==> config.mk <==
export PLATFORM = sky130hd
export DESIGN_NAME = mlf_stall_cfg
export DESIGN_NICKNAME = d
export VERILOG_FILES = /design/src/logic/mlf_stall_cfg.v /design/src/logic/mlf_retry_timer.v
export VERILOG_INCLUDE_DIRS = /design/src /design/src/logic
export SDC_FILE = /design/constraint.sdc
export NUM_CORES = 1
export LEC_CHECK = 0
export BUFFER_PORTS_ARGS = -buffer_cell sky130_fd_sc_hd__buf_2
export CAP_MARGIN = 5
export CORE_UTILIZATION = 60
export DETAILED_ROUTE_END_ITERATION = 6
export PLACE_DENSITY = 0.78
export SYNTH_ARGS = -nofsm -noshare
export SYNTH_HDL_FRONTEND = slang
export SYNTH_SLANG_ARGS = --single-unit
export TNS_END_PERCENT = 10
==> constraint.sdc <==
create_clock -name aclk -period 7 [get_ports aclk]
set_input_delay 1.4 -clock aclk [delete_from_list [all_inputs] [get_ports aclk]]
set_output_delay 1.4 -clock aclk [all_outputs]
set_load 0.01 [all_outputs]
==> src/logic/mlf_defines.vh <==
// mlf_defines.vh: offsets, field positions, reset values and timing for the stall response block
// assumes inclusion by bare name from the design files under logic/
`ifndef MLF_DEFINES_VH
`define MLF_DEFINES_VH
// ==================================================
// register byte addresses
`define MLF_ADDR_CFG1 8'h90
`define MLF_ADDR_CFG2 8'h94
`define MLF_ADDR_STATUS 8'h98
`define MLF_ADDR_MASK 8'h9c
`define MLF_ADDR_CTRL 8'ha0
// ==================================================
// reset values
`define MLF_RST_CFG1 32'h00000000
`define MLF_RST_CFG2 32'h00000000
`define MLF_RST_MASK 3'h0
// ==================================================
// field positions
`define MLF_ACT_HI 6
`define MLF_ACT_LO 3
`define MLF_DLY_HI 2
`define MLF_DLY_LO 0
`define MLF_OVERSPEED_BIT 30
`define MLF_SYNCLOSS_BIT 29
`define MLF_OPENWIND_BIT 28
// status bits: 0 stall seen, 1 latched fault, 2 auto recovery done
`define MLF_ST_SEEN 0
`define MLF_ST_LATCH 1
`define MLF_ST_RECOV 2
// ctrl bit 0: write one clears a latched fault
`define MLF_CTRL_CLR 0
// ==================================================
// bridge output states
`define MLF_BR_HIZ 2'h0
`define MLF_BR_RECIRC 2'h1
`define MLF_BR_HS_BRAKE 2'h2
`define MLF_BR_LS_BRAKE 2'h3
// ==================================================
// timing: clock period in ns, retry times in ms
`define MLF_CLK_NS 10
`define MLF_RETRY_MS0 100
`define MLF_RETRY_MS1 500
`define MLF_RETRY_MS2 1000
`define MLF_RETRY_MS3 2000
`define MLF_RETRY_MS4 3000
`define MLF_RETRY_MS5 5000
`define MLF_RETRY_MS6 7500
`define MLF_RETRY_MS7 10000
`define MLF_CYC_PER_MS (1000000 / `MLF_CLK_NS)
`endif

==> src/logic/mlf_stall_cfg.v <==
// mlf_stall_cfg.v: stall fault response settings, AXI4-Lite slave, bridge state and fault pin
// assumes detector inputs are raw levels from another domain; one clock aclk, sync reset aresetn
//
// Functional notes
// - action codes 0h to 3h make a detected stall a latched fault and drive fault_out_n low.
// - codes 0h and 4h leave the bridge high impedance, codes 1h and 5h select recirculation.
// - codes 2h and 6h switch on every high-side transistor while the response is active.
// - codes 3h and 7h switch on every low-side transistor while the response is active.
// - codes 4h to 7h do not latch and resume by themselves after the retry interval.
// - code 8h only reports a stall and leaves the bridge alone.
// - codes 9h to Fh disable stall detection entirely.
// - the retry field picks 100, 500, 1000, 2000, 3000, 5000, 7500 or 10000 ms.
// - the second settings register sits at 94h and resets to zero.
// - bit 30 of the second register enables the overspeed check.
// - bit 29 of the second register enables the sync loss check.
// - bit 28 of the second register enables the open winding check.
//
// Local design decision: the AXI4-Lite register port.
`timescale 1ns/100ps
`include "mlf_defines.vh"
module mlf_stall_cfg #(
  parameter CYC_PER_MS = `MLF_CYC_PER_MS
) (
  input wire aclk,
  input wire aresetn,
  input wire [7:0] s_axi_awaddr,
  input wire s_axi_awvalid,
  output reg s_axi_awready,
  input wire [31:0] s_axi_wdata,
  input wire [3:0] s_axi_wstrb,
  input wire s_axi_wvalid,
  output reg s_axi_wready,
  output reg [1:0] s_axi_bresp,
  output reg s_axi_bvalid,
  input wire s_axi_bready,
  input wire [7:0] s_axi_araddr,
  input wire s_axi_arvalid,
  output reg s_axi_arready,
  output reg [31:0] s_axi_rdata,
  output reg [1:0] s_axi_rresp,
  output reg s_axi_rvalid,
  input wire s_axi_rready,
  input wire overspeed_detect,
  input wire sync_loss_detect,
  input wire open_winding_detect,
  output reg fault_out_n,
  output reg [1:0] bridge_state,
  output reg bridge_hold,
  output reg [2:0] high_side_on,
  output reg [2:0] low_side_on,
  output reg stall_report,
  output reg irq
);
  // ==================================================
  // registers
  // first settings keeps bits 6:0 only, upper bits read zero
  reg [31:0] fault_settings_first;
  reg [31:0] fault_settings_second;
  reg [2:0] irq_status;
  reg [2:0] irq_mask;
  wire [3:0] stall_action_select = fault_settings_first[`MLF_ACT_HI:`MLF_ACT_LO];
  wire [2:0] stall_recovery_delay = fault_settings_first[`MLF_DLY_HI:`MLF_DLY_LO];
  wire overspeed_check_on = fault_settings_second[`MLF_OVERSPEED_BIT];
  wire sync_loss_check_on = fault_settings_second[`MLF_SYNCLOSS_BIT];
  wire open_winding_check_on = fault_settings_second[`MLF_OPENWIND_BIT];
  // ==================================================
  // two-stage synchronisers for the detector levels
  // det_meta may be metastable, so only det_sync reads it
  reg [2:0] det_meta;
  reg [2:0] det_sync;
  always @(posedge aclk) begin
    if (!aresetn) begin
      det_meta <= 3'h0;
      det_sync <= 3'h0;
    end else begin
      det_meta <= {open_winding_detect, sync_loss_detect, overspeed_detect};
      det_sync <= det_meta;
    end
  end
  // ==================================================
  // stall qualification
  wire detect_on = (stall_action_select <= 4'h8);
  wire stall_raw = (det_sync[0] & overspeed_check_on) |
                   (det_sync[1] & sync_loss_check_on) |
                   (det_sync[2] & open_winding_check_on);
  wire stall = stall_raw & detect_on;
  // only a rising stall starts a response; a steady one must drop first
  reg stall_d;
  wire stall_rise = stall & ~stall_d;
  // ==================================================
  // response state machine
  localparam ST_IDLE = 2'h0;
  localparam ST_LATCH = 2'h1;
  localparam ST_RETRY = 2'h2;
  reg [1:0] state;
  reg [1:0] next_state;
  reg clear_req;
  wire retry_busy;
  wire retry_done;
  wire act_latch = (stall_action_select <= 4'h3);
  wire act_retry = stall_action_select[3:2] == 2'h1;
  wire start_retry = (state == ST_IDLE) & stall_rise & act_retry;
  always @* begin
    next_state = state;
    case (state)
      ST_IDLE: begin
        if (stall_rise & act_latch) begin
          next_state = ST_LATCH;
        end else if (start_retry) begin
          next_state = ST_RETRY;
        end
      end
      ST_LATCH: begin
        if (clear_req) begin
          next_state = ST_IDLE;
        end
      end
      ST_RETRY: begin
        if (retry_done) begin
          next_state = ST_IDLE;
        end
      end
      default: next_state = ST_IDLE;
    endcase
  end
  // abort tied off: a started retry always runs its full interval
  mlf_retry_timer #(
    .CYC_PER_MS(CYC_PER_MS)
  ) u_timer (
    .aclk(aclk),
    .aresetn(aresetn),
    .start(start_retry),
    .abort(1'b0),
    .delay_sel(stall_recovery_delay),
    .busy(retry_busy),
    .done(retry_done)
  );
  // ==================================================
  // bridge mode remembered at entry so a rewrite cannot change a held response
  reg [1:0] held_mode;
  wire active = (state != ST_IDLE);
  // one switch request per half-bridge; one held code, so brakes never overlap
  genvar g;
  wire [2:0] next_high_side;
  wire [2:0] next_low_side;
  generate
    for (g = 0; g < 3; g = g + 1) begin : g_leg
      assign next_high_side[g] = active & (held_mode == `MLF_BR_HS_BRAKE);
      assign next_low_side[g] = active & (held_mode == `MLF_BR_LS_BRAKE);
    end
  endgenerate
  always @(posedge aclk) begin
    if (!aresetn) begin
      state <= ST_IDLE;
      stall_d <= 1'b0;
      held_mode <= `MLF_BR_HIZ;
      fault_out_n <= 1'b1;
      bridge_state <= `MLF_BR_HIZ;
      bridge_hold <= 1'b0;
      high_side_on <= 3'h0;
      low_side_on <= 3'h0;
      stall_report <= 1'b0;
    end else begin
      state <= next_state;
      stall_d <= stall;
      if (state == ST_IDLE && next_state != ST_IDLE) begin
        held_mode <= stall_action_select[1:0];
      end
      fault_out_n <= ~(state == ST_LATCH);
      bridge_hold <= active;
      bridge_state <= active ? held_mode : `MLF_BR_HIZ;
      high_side_on <= next_high_side;
      low_side_on <= next_low_side;
      stall_report <= stall;
    end
  end
  // ==================================================
  // axi4-lite write: address and data taken in either order
  reg [7:0] aw_addr;
  reg aw_have;
  reg [31:0] w_data;
  reg [3:0] w_strb;
  reg w_have;
  // a pending response holds off the next write until it is taken
  wire do_write = aw_have & w_have & ~s_axi_bvalid;
  reg [31:0] cur;
  reg hit;
  wire [31:0] merged;
  always @* begin
    cur = 32'h0;
    hit = 1'b1;
    case (aw_addr)
      `MLF_ADDR_CFG1: cur = fault_settings_first;
      `MLF_ADDR_CFG2: cur = fault_settings_second;
      `MLF_ADDR_STATUS: cur = 32'h0;
      `MLF_ADDR_MASK: cur = {29'h0, irq_mask};
      `MLF_ADDR_CTRL: cur = 32'h0;
      default: hit = 1'b0;
    endcase
  end
  // byte lanes without a strobe keep their old contents
  generate
    for (g = 0; g < 4; g = g + 1) begin : g_lane
      assign merged[g*8 +: 8] = w_strb[g] ? w_data[g*8 +: 8] : cur[g*8 +: 8];
    end
  endgenerate
  // events: retry done, latched entry, any qualified stall rise
  wire [2:0] events = {retry_done, (state == ST_IDLE) & stall_rise & act_latch, stall_rise};
  wire [2:0] w1c = (do_write && aw_addr == `MLF_ADDR_STATUS) ? merged[2:0] : 3'h0;
  // set wins over a same-cycle write-one clear, bit by bit
  wire [2:0] next_status;
  generate
    for (g = 0; g < 3; g = g + 1) begin : g_status
      assign next_status[g] = events[g] | (irq_status[g] & ~w1c[g]);
    end
  endgenerate
  always @(posedge aclk) begin
    if (!aresetn) begin
      s_axi_awready <= 1'b1;
      s_axi_wready <= 1'b1;
      s_axi_bvalid <= 1'b0;
      s_axi_bresp <= 2'h0;
      aw_have <= 1'b0;
      w_have <= 1'b0;
      aw_addr <= 8'h0;
      w_data <= 32'h0;
      w_strb <= 4'h0;
      fault_settings_first <= `MLF_RST_CFG1;
      fault_settings_second <= `MLF_RST_CFG2;
      irq_mask <= `MLF_RST_MASK;
      irq_status <= 3'h0;
      clear_req <= 1'b0;
      irq <= 1'b0;
    end else begin
      clear_req <= 1'b0;
      if (s_axi_awvalid && s_axi_awready) begin
        aw_addr <= s_axi_awaddr;
        aw_have <= 1'b1;
        s_axi_awready <= 1'b0;
      end
      if (s_axi_wvalid && s_axi_wready) begin
        w_data <= s_axi_wdata;
        w_strb <= s_axi_wstrb;
        w_have <= 1'b1;
        s_axi_wready <= 1'b0;
      end
      if (do_write) begin
        aw_have <= 1'b0;
        w_have <= 1'b0;
        s_axi_bvalid <= 1'b1;
        s_axi_bresp <= hit ? 2'h0 : 2'h2;
        case (aw_addr)
          `MLF_ADDR_CFG1: fault_settings_first <= {25'h0, merged[6:0]};
          `MLF_ADDR_CFG2: fault_settings_second <= merged;
          `MLF_ADDR_MASK: irq_mask <= merged[2:0];
          `MLF_ADDR_CTRL: clear_req <= merged[`MLF_CTRL_CLR];
          default: ;
        endcase
      end
      if (s_axi_bvalid && s_axi_bready) begin
        s_axi_bvalid <= 1'b0;
        s_axi_awready <= 1'b1;
        s_axi_wready <= 1'b1;
      end
      irq_status <= next_status;
      irq <= |(next_status & irq_mask);
    end
  end
  // ==================================================
  // axi4-lite read, one cycle after address accept
  // ctrl readback: retry busy, state, fault
  wire [31:0] ctrl_view = {28'h0, retry_busy, state, ~fault_out_n};
  always @(posedge aclk) begin
    if (!aresetn) begin
      s_axi_arready <= 1'b1;
      s_axi_rvalid <= 1'b0;
      s_axi_rdata <= 32'h0;
      s_axi_rresp <= 2'h0;
    end else begin
      if (s_axi_arvalid && s_axi_arready) begin
        s_axi_arready <= 1'b0;
        s_axi_rvalid <= 1'b1;
        s_axi_rresp <= 2'h0;
        case (s_axi_araddr)
          `MLF_ADDR_CFG1: s_axi_rdata <= fault_settings_first;
          `MLF_ADDR_CFG2: s_axi_rdata <= fault_settings_second;
          `MLF_ADDR_STATUS: s_axi_rdata <= {29'h0, irq_status};
          `MLF_ADDR_MASK: s_axi_rdata <= {29'h0, irq_mask};
          `MLF_ADDR_CTRL: s_axi_rdata <= ctrl_view;
          default: begin
            s_axi_rdata <= 32'h0;
            s_axi_rresp <= 2'h2;
          end
        endcase
      end else if (s_axi_rvalid && s_axi_rready) begin
        s_axi_rvalid <= 1'b0;
        s_axi_arready <= 1'b1;
      end
    end
  end
endmodule

==> src/logic/mlf_retry_timer.v <==
// mlf_retry_timer.v: counts the selected recovery delay in clock cycles
// assumes aclk at the rate in mlf_defines.vh; start is a one-cycle pulse
`timescale 1ns/100ps
`include "mlf_defines.vh"
module mlf_retry_timer #(
  parameter CYC_PER_MS = `MLF_CYC_PER_MS
) (
  input wire aclk,
  input wire aresetn,
  input wire start,
  input wire abort,
  input wire [2:0] delay_sel,
  output reg busy,
  output reg done
);
  // ==================================================
  // delay lookup; counts fit 32 bits at the default rate
  reg [31:0] ms_sel;
  reg [31:0] limit;
  reg [31:0] count;
  always @* begin
    case (delay_sel)
      3'h0: ms_sel = `MLF_RETRY_MS0;
      3'h1: ms_sel = `MLF_RETRY_MS1;
      3'h2: ms_sel = `MLF_RETRY_MS2;
      3'h3: ms_sel = `MLF_RETRY_MS3;
      3'h4: ms_sel = `MLF_RETRY_MS4;
      3'h5: ms_sel = `MLF_RETRY_MS5;
      3'h6: ms_sel = `MLF_RETRY_MS6;
      default: ms_sel = `MLF_RETRY_MS7;
    endcase
    limit = ms_sel * CYC_PER_MS;
  end
  // ==================================================
  // delay latched at start so a later rewrite cannot stretch it
  reg [31:0] target;
  always @(posedge aclk) begin
    if (!aresetn) begin
      busy <= 1'b0;
      done <= 1'b0;
      count <= 32'h0;
      target <= 32'h0;
    end else begin
      done <= 1'b0;
      if (abort) begin
        busy <= 1'b0;
      end else if (start) begin
        busy <= 1'b1;
        count <= 32'h1;
        target <= limit;
      end else if (busy) begin
        if (count >= target) begin
          busy <= 1'b0;
          done <= 1'b1;
        end else begin
          count <= count + 32'h1;
        end
      end
    end
  end
endmodule

# Word-level counts from Yosys, hierarchy flattened
# Index checks and enable logic that the tools add are counted.
dict set report op_classes {
  magnitude_cmp 3
  reduce_logical 31
  n_bitwise 32
  eq_ne 26
  n_mul 1
  addsub 1
  n_shift 0
  n_mux 27
  div 0
}
# cell n
set op_table {}
lappend op_table {{32-bit one-hot mux with 5 select lines} 1}
lappend op_table {{14-bit one-hot mux with 7 select lines} 1}
lappend op_table {{32-bit one-hot mux with 3 select lines} 1}
lappend op_table {{8-bit equality test (second input constant)} 10}
lappend op_table {{32-bit by 1-bit adder with 32-bit output (second input constant)} 1}
lappend op_table {{32-bit greater-or-equal comparator} 1}
lappend op_table {{8-bit two-way mux} 4}
lappend op_table {{14-bit by 12-bit multiplier with 26-bit output (second input constant)} 1}
lappend op_table {{1-bit AND} 16}
lappend op_table {{3-bit AND reduction} 5}
lappend op_table {{1-bit two-way mux} 12}
lappend op_table {{2-bit two-way mux} 6}
lappend op_table {{2-bit AND reduction} 6}
lappend op_table {{2-bit != test (second input constant)} 5}
lappend op_table {{1-bit inverter} 10}
lappend op_table {{5-bit OR reduction} 2}
lappend op_table {{3-bit equality test (second input constant)} 3}
lappend op_table {{2-bit nonzero test} 4}
lappend op_table {{1-bit logical AND} 7}
lappend op_table {{2-bit equality test (second input constant)} 3}
lappend op_table {{3-bit by 2-bit equality test with 1-bit output (second input constant)} 2}
lappend op_table {{2-bit one-hot mux with 3 select lines} 1}
lappend op_table {{2-bit OR reduction} 3}
lappend op_table {{3-bit OR reduction} 2}
lappend op_table {{9 further kinds} 14}
dict set report totals {
  rom_bits 0
  mem_count 0
  latchBits 0
  regBits 212
  out_inout_bits 53
  ramBits 0
}

# Logic depth before layout (Yosys ltp)
# Gate-level depths: netlist of the first run.
dict set report logic_depth {
  depth_word 12
  ltp_mapped 22
}

# By module
# A second synthesis of the first run with hierarchy kept.
dict set report unflattened {
  cells_unflattened 1359
  area_unflattened_um2 11482.3
}
# mod area_each_um2 cells_per_inst instances
set modules_own_cells {}
lappend modules_own_cells {mlf_stall_cfg 5798.1 677 1}
lappend modules_own_cells {mlf_retry_timer 5684.2 682 1}

# Worst setup path before layout of the first run
# Ideal clock, no wire load.
dict set report synth_path {
  path_kind {register to register}
  startpoint {register fault_settings_first[1]}
  endpoint {register u_timer.target[30]}
  arrival_time_ns 5.013
  setup_ns 0.086
  synth_period_minus_slack_ns 5.099
  required_time_ns 6.914
  path_slack_ns 1.901
  stages_incl_launch_ff 22
  n_path_buf 1
  path_cell_list {dfxtp_1 -> clkbuf_1 -> inv_1 -> nand2_1 -> a21oi_1 -> or2_2 -> inv_1 -> ha_1 -> ha_1 -> ha_1 -> inv_1 -> fa_1 -> inv_1 -> ha_1 -> fa_1 -> a211o_1 -> a2111oi_0 -> nor3_1 -> a221oi_2 -> a211oi_1 -> xnor2_1 -> a211oi_1}
}
dict set report synth_via {
  elab_chain_cells 3
}
# item line
set synth_lines {}
lappend synth_lines {{start: declaration} mlf_stall_cfg.v:57} ;# reg [31:0] fault_settings_first;
lappend synth_lines {{start signal: assignment} mlf_stall_cfg.v:228} ;# fault_settings_first <= `MLF_RST_CFG1;
lappend synth_lines {{start signal: assignment} mlf_stall_cfg.v:253} ;# `MLF_ADDR_CFG1: fault_settings_first <= {25'h0, merged[6:0]};
lappend synth_lines {{3-bit equality test, or another cell as far along} mlf_retry_timer.v:22} ;# case (delay_sel)
lappend synth_lines {{14-bit one-hot mux with 7 select lines *} mlf_retry_timer.v:22}
lappend synth_lines {{14-bit by 12-bit multiplier with 26-bit output *} mlf_retry_timer.v:32} ;# limit = ms_sel * CYC_PER_MS;
lappend synth_lines {{end signal: assignment} mlf_retry_timer.v:50} ;# target <= limit;
lappend synth_lines {{end: declaration} mlf_retry_timer.v:36} ;# reg [31:0] target;
# Mark *: on every way between the ends. The rest lies on a longest branch, timed or not.
# A chain may end at the register's enable or synchronous reset.

# Worst setup path in the final report of the first run
dict set report layout_path {
  startpoint {register fault_settings_first[0]}
  endpoint {register u_timer.target[30]}
}
# Same word-level chain as after synthesis.

==> impl_metrics.json, run 1 <==
{
  "yosysTopAreaCell": "dfxtp_1",
  "synthTopCellsByArea": "dfxtp_1 37%, ha_1 11%, a21oi_1 8.4%, nand2_1 7.7%, fa_1 3.0%",
  "reg2regPathDepth": 19,
  "rsz0062_at_grt": "no",
  "pwr-share-seq": 0.492,
  "grt_pass1_wl_um": 44000,
  "grt_pass1_vias": 9152,
  "p_int_uw": 1910,
  "grt_max_degree": 82,
  "place_area_sq_um": 11800,
  "p_leak_uw": 0.00523,
  "p_per_area_nw_per_um2": 198,
  "r2r_end": "u_timer.target[30]$_SDFFE_PN0P_",
  "ys_seq_elements": 207,
  "drt-pass1-iter-count": 7,
  "grt-ovfl-total": 0,
  "p_clk_frac": 0.460,
  "hp-class": "flip-flop to flip-flop",
  "cts_resized": 0,
  "fin_setup_tns_ns": 0,
  "drt-initial-drc-count": 609,
  "yosys_warnings": 0,
  "die_y_um": 139,
  "path_class": "flip-flop to flip-flop",
  "reg2reg_setup_slack_ns": 1.07,
  "final_util": 0.689,
  "via_count": 9795,
  "startpoint": "fault_settings_first[0]$_SDFFE_PN0P_",
  "worst_slew_pin_slew_ns": 1.10,
  "h-tree-depth": 1,
  "core_sq_um": 18100,
  "synth_cell_types": 76,
  "wl_per_cell_um": 15.8,
  "seq_area_frac_synth": 0.368,
  "combinationalPowerShare": 0.049,
  "nets": 1610,
  "power.switching_uw": 567,
  "area.growth.synth_to_final_pct": 11.0,
  "die_area_sq_um": 19300,
  "antenna_found_initial": 0,
  "cp.arrival_ns": 6.33,
  "clock_latency_ns": 0.51,
  "syn_area_sq_um": 11300,
  "synth-edff-count": 0,
  "drive_gt1_frac": 0.132,
  "setup_violations": 0,
  "mostFrequentLayoutCells": "230 x nand2_1, 207 x dfxtp_1, 188 x a21oi_1",
  "finalHoldViolations": 0,
  "finalCriticalPeriod_ns": 5.93,
  "row_count": 49,
  "fmax_ghz": 0.169,
  "root_buffer": "clkbuf_16",
  "gp_congestion": 0.887,
  "drc": 0,
  "antenna_cells": 0,
  "cts_buffers": 22,
  "cp_max_fo": 23,
  "synthArstFlopShare": 0,
  "drt-total-wl_um": 26500,
  "yosys.area.top_type_share": 0.368,
  "min_to": "det_sync[1]$_SDFF_PN0_",
  "layout.cells.most_common": "nand2_1",
  "start_util": 0.620,
  "vdd_drop_max_uv": 213,
  "critPathRequiredTime_ns": 7.40,
  "syn_area_per_cell_sq_um": 8.27,
  "die_w_um": 139,
  "min_from": "det_meta[1]$_SDFF_PN0_",
  "startpoint_type": "flip-flop",
  "clkSlewWorstSetupHoldPaths_ns": 0.06,
  "finalMaxSlewViolations": 0,
  "tritoncts": "done",
  "io_buffers": 112,
  "max_cap_viol_count": 0,
  "boundaryPins": 115,
  "status": "finished, final reports clean",
  "synthFlopType": "dfxtp_1",
  "clock-skew-final_ns": 0.0224,
  "hpwl_um": 18900,
  "cts_setup_buffers": 0,
  "r2r-start": "fault_settings_first[0]$_SDFFE_PN0P_",
  "cts_num_sinks": 207,
  "clk_path_buf_depth": 3,
  "hold_depth": 1,
  "hold_buffers": 0,
  "grt_usage": 0.275,
  "relSlewSlack": 0.268,
  "swShare": 0.229,
  "syn-instance-count": 1361,
  "finalInstanceArea_sq_um": 12500,
  "fin_crit_sh": 0.847,
  "ant_nets": 0,
  "vias_per_cell": 5.85,
  "critPathCaptureType": "flip-flop"
}
## worst max-delay path, stage by stage (launching register included)
cell and delay, ns:
dfxtp_1 0.87, nor2_2 0.23, a21oi_1 0.43, inv_1 0.22, ha_1 0.27, ha_1 0.22, xor2_1 0.17, ha_1 0.32
ha_1 0.29, inv_1 0.05, fa_1 0.52, inv_1 0.04, ha_1 0.35, a211o_1 0.31, a2111oi_0 0.45, nor3_1 0.19
a221oi_2 0.38, a211oi_1 0.14, xnor2_1 0.15, a211oi_1 0.23
## kinds of logic (layout without fill, tap and decap cells)
logic type	count (synthesis)	count (layout)	share of synthesized area
xor gates and xnor gates	22	22	0.0178
AOI/OAI and AO/OA	331	331	0.175
and+or+nand+nor	501	501	0.214
adders and majority gates	117	117	0.141
other	2	4	0.000667
DFF	207	207	0.368
buffers and inverters	160	241	0.0622
muxes	21	21	0.0213
## power groups by stage
stage	registers [uW]	logic (uW)	clock network [uW]
after global placement	1240	118	0
final	1220	120	1140
after CTS	1220	120	1150
after detailed placement	1240	119	0
after floorplan	1240	78.0	0
after global routing	1220	134	1200
## synth_stat cells, drive strengths merged (16+ instances only)
cell type  number
and2           24
or4            16
a21oi         188
buf            33
nand3          62
or3            19
clkbuf         45
o21ai          44
ha            100
a211oi         23
dfxtp         207
inv            82
nand2         230
fa             17
nor2           72
## sequential cells by signal, indices dropped and copies added, names as in the netlist, 2 cells and up
register               flops
fault_settings_second     32
aw_addr                    8
fault_settings_first       7
irq_mask                   3
w_data                    32
u_timer.target            24
u_timer.count             32
s_axi_rdata               32
irq_status                 3
det_meta                   3
state                      2
det_sync                   3
held_mode                  2
w_strb                     4
bridge_state               2
## stage by stage
step / power (uW) / cells / worst slack (ns) / hold slack (ns)
finish: 2470 / 1673 / 1.07 / 0.429
global route: 2550 / 1673 / 0.769 / 0.449
CTS: 2490 / 1673 / 1.23 / 0.433
detailed placement: 1360 / 1636 / 1.26 / 0.422
global placement: 1360 / 1636 / 1.40 / 0.422
floorplan: 1320 / 1363 / 1.90 / 0.412
## per-layer routing
metal	GRT usage	routed length [um]	part of all wire	vias to the layer above
met5	0	0	0	-
li1	-	-	-	4878
met4	0.0947	720	0.027	0
met3	0.0397	1330	0.050	52
met1	0.363	11900	0.45	4595
met2	0.462	12500	0.47	270
## worst max path at each step
stage	end	slack [ns]	depth (start not counted)
final	u_timer.target[30]$_SDFFE_PN0P_	1.07	19
after detailed placement	u_timer.target[30]$_SDFFE_PN0P_	1.26	19
after CTS	u_timer.target[30]$_SDFFE_PN0P_	1.23	19
after floorplan	u_timer.target[30]$_SDFFE_PN0P_	1.90	21
after global routing	u_timer.target[30]$_SDFFE_PN0P_	0.77	19
after global placement	u_timer.target[30]$_SDFFE_PN0P_	1.40	19
## layout make-up
| class | instances | area, sq um |
|---|---|---|
| well taps | 229 | 287 |
| inverters | 82 | 310 |
| clock buffers | 27 | 579 |
| repair buffers | 122 | 636 |
| flip-flops and latches | 207 | 4140 |
| multi-input cells | 996 | 6420 |
| clock inverters | 10 | 121 |
| fillers | 1525 | 5650 |
Note: power is estimated with default switching activity, not from simulation.
==> run 2, diff against run 1 <==
Clock period 7 ns to 6.1 ns, I/O delays scaled along.
==> run 2 against run 1 <==
- die area stayed put
- utilization up 0.69 points
- fmax up 7.2%
- clock power grew 27%
- setup slack lost 0.50 ns
- critical path type unchanged
- largest power group is now clock
- highest routed layer unchanged
==> impl_metrics.json, run 2 (synthesized netlist as in run 1, its figures left out) <==
{
  "cts_resized": 0,
  "die_w_um": 139,
  "startpoint_type": "flip-flop",
  "p_per_area_nw_per_um2": 237,
  "cts_num_sinks": 207,
  "drive_gt1_frac": 0.138,
  "p_clk_frac": 0.487,
  "core_sq_um": 18100,
  "gp_congestion": 0.907,
  "power.switching_uw": 695,
  "critPathCaptureType": "flip-flop",
  "setup_violations": 0,
  "final_cells": 1679,
  "clock_latency_ns": 0.52,
  "critPathRequiredTime_ns": 6.52,
  "combinationalPowerShare": 0.046,
  "nets": 1613,
  "finalHoldViolations": 0,
  "tritoncts": "done",
  "cp_max_fo": 17,
  "die_area_sq_um": 19300,
  "wl_met2_um": 13000,
  "endpoint": "u_timer.target[30]$_SDFFE_PN0P_",
  "die_y_um": 139,
  "post-place-ws_ns": 0.687,
  "io_buffers": 112,
  "layout.cells.most_common": "nand2_1",
  "hold_buffers": 0,
  "ant_nets": 0,
  "grt-ovfl-total": 0,
  "antenna_found_initial": 0,
  "grt_max_degree": 89,
  "wl_per_cell_um": 16.0,
  "r2r_end": "u_timer.target[30]$_SDFFE_PN0P_",
  "mostFrequentLayoutCells": "230 x nand2_1, 207 x dfxtp_1, 188 x a21oi_1",
  "timing.final.ws_setup_ns": 0.569,
  "hpwl_um": 19200,
  "h-tree-depth": 1,
  "start_util": 0.620,
  "via_count": 9761,
  "row_count": 49,
  "clkSlewWorstSetupHoldPaths_ns": 0.07,
  "boundaryPins": 115,
  "drc": 0,
  "pwr-share-seq": 0.467,
  "cts_buffers": 22,
  "vias_per_cell": 5.81,
  "hp-class": "flip-flop to flip-flop",
  "cts_setup_buffers": 0,
  "nFillCells": 1502,
  "route.met3.wl_um": 1170,
  "max_cap_viol_count": 0,
  "grt_usage": 0.281,
  "timing.hold.ws_ns": 0.438,
  "path_class": "flip-flop to flip-flop",
  "finalCriticalPeriod_ns": 5.53,
  "fin_setup_tns_ns": 0,
  "startpoint": "fault_settings_first[0]$_SDFFE_PN0P_",
  "swShare": 0.232,
  "drt-initial-drc-count": 696,
  "fin_crit_sh": 0.907,
  "met1_length_um": 12100,
  "p_int_uw": 2290,
  "reg2reg_setup_slack_ns": 0.57,
  "p_leak_uw": 0.00529,
  "dp.cells": 1639,
  "root_buffer": "clkbuf_16",
  "cp.arrival_ns": 5.95,
  "rsz0062_at_grt": "no",
  "antenna_cells": 0,
  "fmax_ghz": 0.181,
  "reg2regPathDepth": 20,
  "place_area_sq_um": 11800,
  "finalMaxSlewViolations": 0,
  "grt_pass1_wl_um": 45200,
  "vdd_drop_max_uv": 240,
  "grt_pass1_vias": 9342,
  "relSlewSlack": 0.254,
  "finalInstanceArea_sq_um": 12600,
  "status": "finished, final reports clean",
  "area.growth.synth_to_final_pct": 12.1,
  "highest_layer": "met4",
  "drt-pass1-iter-count": 7,
  "clk_path_buf_depth": 3,
  "clock-skew-final_ns": 0.0142,
  "worst_slew_pin_slew_ns": 1.12,
  "drt-total-wl_um": 26900,
  "r2r-start": "fault_settings_first[0]$_SDFFE_PN0P_"
}
## run 2: how the worst min path moves through the flow
stage                           start                endpoint  slack [ns]  cells after the start
5_1_grt        det_meta[0]$_SDFF_PN0_  det_sync[0]$_SDFF_PN0_        0.46                      1
4_1_cts        det_meta[2]$_SDFF_PN0_  det_sync[2]$_SDFF_PN0_        0.44                      1
3_3_place_gp   det_meta[0]$_SDFF_PN0_  det_sync[0]$_SDFF_PN0_        0.42                      1
2_1_floorplan  det_meta[0]$_SDFF_PN0_  det_sync[0]$_SDFF_PN0_        0.41                      1
6_report       det_meta[2]$_SDFF_PN0_  det_sync[2]$_SDFF_PN0_        0.44                      1
3_5_place_dp   det_meta[2]$_SDFF_PN0_  det_sync[2]$_SDFF_PN0_        0.42                      1
## run 2: critical path: stages (launching register included)
cell       delay [ns]
dfxtp_1          0.45
buf_4            0.29
nor2_2           0.13
a21oi_1          0.36
inv_1            0.20
ha_1             0.27
ha_1             0.21
xor2_1           0.17
ha_1             0.32
ha_1             0.28
inv_1            0.05
fa_1             0.54
inv_1            0.04
ha_1             0.34
a211o_1          0.31
a2111oi_0        0.39
nor3_1           0.17
a221oi_2         0.39
a211oi_1         0.15
xnor2_1          0.15
a211oi_1         0.22
## run 2: layer usage
metal  vias up  GRT usage
met4         0     0.0708
met2       251      0.492
met3        40     0.0283
met5         -          0
li1       4881          -
met1      4589      0.372
## run 2: power groups by stage
stage	logic [uW]	clock network, uW	registers (uW)
after floorplan	89.5	0	1420
after global placement	136	0	1420
after detailed placement	138	0	1430
after CTS	138	1470	1400
after global routing	154	1530	1400
final	138	1450	1400
## run 2: layout make-up
cell class,count,area (sq um),area share
clock buffers,24,578,0.0458
well taps,229,287,0.0227
clock inverters,16,225,0.0178
multi-input cells,996,6420,0.509
flip-flops and latches,207,4140,0.328
inverters,82,310,0.0246
repair buffers,125,658,0.0521
## run 2: per-stage QoR
step / total power [uW] / utilization
2_1_floorplan: 1510 / -
3_3_place_gp: 1560 / 0.651
3_5_place_dp: 1560 / 0.651
4_1_cts: 3000 / 0.696
5_1_grt: 3080 / 0.696
6_report: 2990 / 0.696
==> run 3, diff against run 2 <==
Settings changed: CORE_UTILIZATION 60 to 54, PLACE_DENSITY 0.78 to 0.74.
Clock period 6.1 ns to 4.4 ns, I/O delays scaled along.
==> run 3 against run 2 <==
- sequential power up 38%
- utilization down 3.0 points
- count of clock-buffer cells in the layout up 11
- via count up 2.8%
- highest routed layer unchanged
- the run now ends with negative setup slack left
- critical endpoint unchanged
- fmax up 25%
- sequential share of layout area down 2.2 points
==> impl_metrics.json, run 3 (synthesized netlist as in run 1, its figures left out) <==
{
  "die_y_um": 146,
  "cp_max_fo": 6,
  "grt_usage": 0.261,
  "grt_pass1_vias": 9931,
  "p_leak_uw": 0.00563,
  "finalInstanceArea_sq_um": 13600,
  "vdd_drop_max_uv": 372,
  "endpoint": "u_timer.target[30]$_SDFFE_PN0P_",
  "drt-initial-drc-count": 619,
  "nets": 1681,
  "mostFrequentLayoutCells": "224 x nand2_1, 204 x dfxtp_1, 184 x a21oi_1",
  "cp.arrival_ns": 4.79,
  "drt-total-wl_um": 27900,
  "clk_path_buf_depth": 3,
  "post-place-ws_ns": -0.103,
  "hold_buffers": 0,
  "tritoncts": "done",
  "fin_crit_sh": 1.00,
  "grt_pass1_wl_um": 46800,
  "max_cap_viol_count": 0,
  "multi_input_area_sq_um": 6760,
  "p_per_area_nw_per_um2": 307,
  "setup_violations": 2,
  "reg2reg_setup_slack_ns": -0.02,
  "antenna_cells": 0,
  "row_count": 52,
  "drc": 0,
  "vias_per_cell": 5.61,
  "die_w_um": 146,
  "drt-pass1-iter-count": 5,
  "wl_per_cell_um": 15.6,
  "critPathCaptureType": "flip-flop",
  "register_area_sq_um": 4160,
  "finalCriticalPeriod_ns": 4.42,
  "rsz0062_at_grt": "yes",
  "clock_latency_ns": 0.53,
  "nFillCells": 1695,
  "clock-skew-final_ns": 0.0220,
  "finalHoldViolations": 0,
  "violations": "negative setup slack",
  "finalMaxSlewViolations": 0,
  "place_area_sq_um": 12500,
  "relSlewSlack": 0.247,
  "hp-class": "flip-flop to flip-flop",
  "cts_buffers": 24,
  "ant_nets": 0,
  "io_buffers": 112,
  "fin_setup_tns_ns": -0.0210,
  "drive_gt1_frac": 0.206,
  "start_util": 0.553,
  "core_sq_um": 20400,
  "reg2regPathDepth": 20,
  "critPathRequiredTime_ns": 4.77,
  "timing.final.ws_setup_ns": -0.0189,
  "fmax_ghz": 0.226,
  "cts_num_sinks": 207,
  "path_class": "flip-flop to flip-flop",
  "h-tree-depth": 1,
  "hpwl_um": 19700,
  "grt-ovfl-total": 0,
  "grt_max_degree": 94,
  "timing.hold.ws_ns": 0.439,
  "area.growth.synth_to_final_pct": 20.4,
  "layout.cells.most_common": "nand2_1",
  "r2r_end": "u_timer.target[30]$_SDFFE_PN0P_",
  "startpoint": "fault_settings_first[0]$_SDFFE_PN0P_",
  "dp.cells": 1739,
  "root_buffer": "clkbuf_16",
  "gp_congestion": 0.921,
  "boundaryPins": 115,
  "antenna_found_initial": 0,
  "worst_slew_pin_slew_ns": 1.12,
  "r2r-start": "fault_settings_first[0]$_SDFFE_PN0P_",
  "via_count": 10000,
  "clkSlewWorstSetupHoldPaths_ns": 0.07,
  "die_area_sq_um": 21400,
  "final_cells": 1790,
  "startpoint_type": "flip-flop",
  "status": "complete, but fails checks"
}
-- run 3: worst max-delay path, stage by stage (launching register included) --
cell and delay (ns):
dfxtp_4 0.39, nor2_4 0.18, nor2_2 0.07, or2_4 0.26, inv_4 0.09, ha_4 0.21
ha_4 0.22, ha_4 0.26, inv_2 0.03, fa_1 0.47, inv_1 0.04, ha_2 0.17
fa_2 0.34, a211o_1 0.32, a2111oi_4 0.41, nor3_2 0.09, a221oi_2 0.22, buf_4 0.16
a211oi_2 0.07, xnor2_1 0.19, a211oi_1 0.09
-- run 3: worst min-delay path by stage --
stage	from	slack [ns]	to	cells after the start
floorplan	det_meta[0]$_SDFF_PN0_	0.41	det_sync[0]$_SDFF_PN0_	1
global placement	det_meta[2]$_SDFF_PN0_	0.42	det_sync[2]$_SDFF_PN0_	1
detailed placement	det_meta[1]$_SDFF_PN0_	0.42	det_sync[1]$_SDFF_PN0_	1
CTS	det_meta[2]$_SDFF_PN0_	0.44	det_sync[2]$_SDFF_PN0_	1
global route	det_meta[2]$_SDFF_PN0_	0.46	det_sync[2]$_SDFF_PN0_	1
finish	det_meta[2]$_SDFF_PN0_	0.44	det_sync[2]$_SDFF_PN0_	1
-- run 3: power breakdown --
group | internal (uW) | switching, uW
sequential | 1910 | 26.1
combinational | 71.4 | 124
clock | 1210 | 816
-- run 3: cell type report --
cell class                 instances  area share
timing repair buffer             191      0.0854
sequential                       207       0.307
clock buffer                      35      0.0504
tap                              270      0.0249
clock inverter                     9     0.00951
multi-input combinational        996       0.499
inverter                          82      0.0242
-- run 3: per-layer routing --
metal / track usage / share of wire / vias up / wire (um)
li1: - / - / 5023 / -
met1: 0.327 / 0.44 / 4711 / 12200
met2: 0.463 / 0.49 / 237 / 13700
met3: 0.0341 / 0.044 / 64 / 1220
met4: 0.0865 / 0.029 / 0 / 819
met5: 0 / 0 / - / 0
-- run 3: through the flow --
step | utilization | power, uW
2_1_floorplan | - | 2090
3_3_place_gp | 0.615 | 2160
3_5_place_dp | 0.615 | 2170
4_1_cts | 0.662 | 4180
5_1_grt | 0.665 | 4280
6_report | 0.665 | 4150
-- run 3: repair_timing --
action                                 in CTS  in global routing
pin swaps                                  24                 17
setup buffers                               7                  1
setup endpoints to repair                   8                 11
resized for setup                          21                 13
endpoints found under the hold margin       0                  0
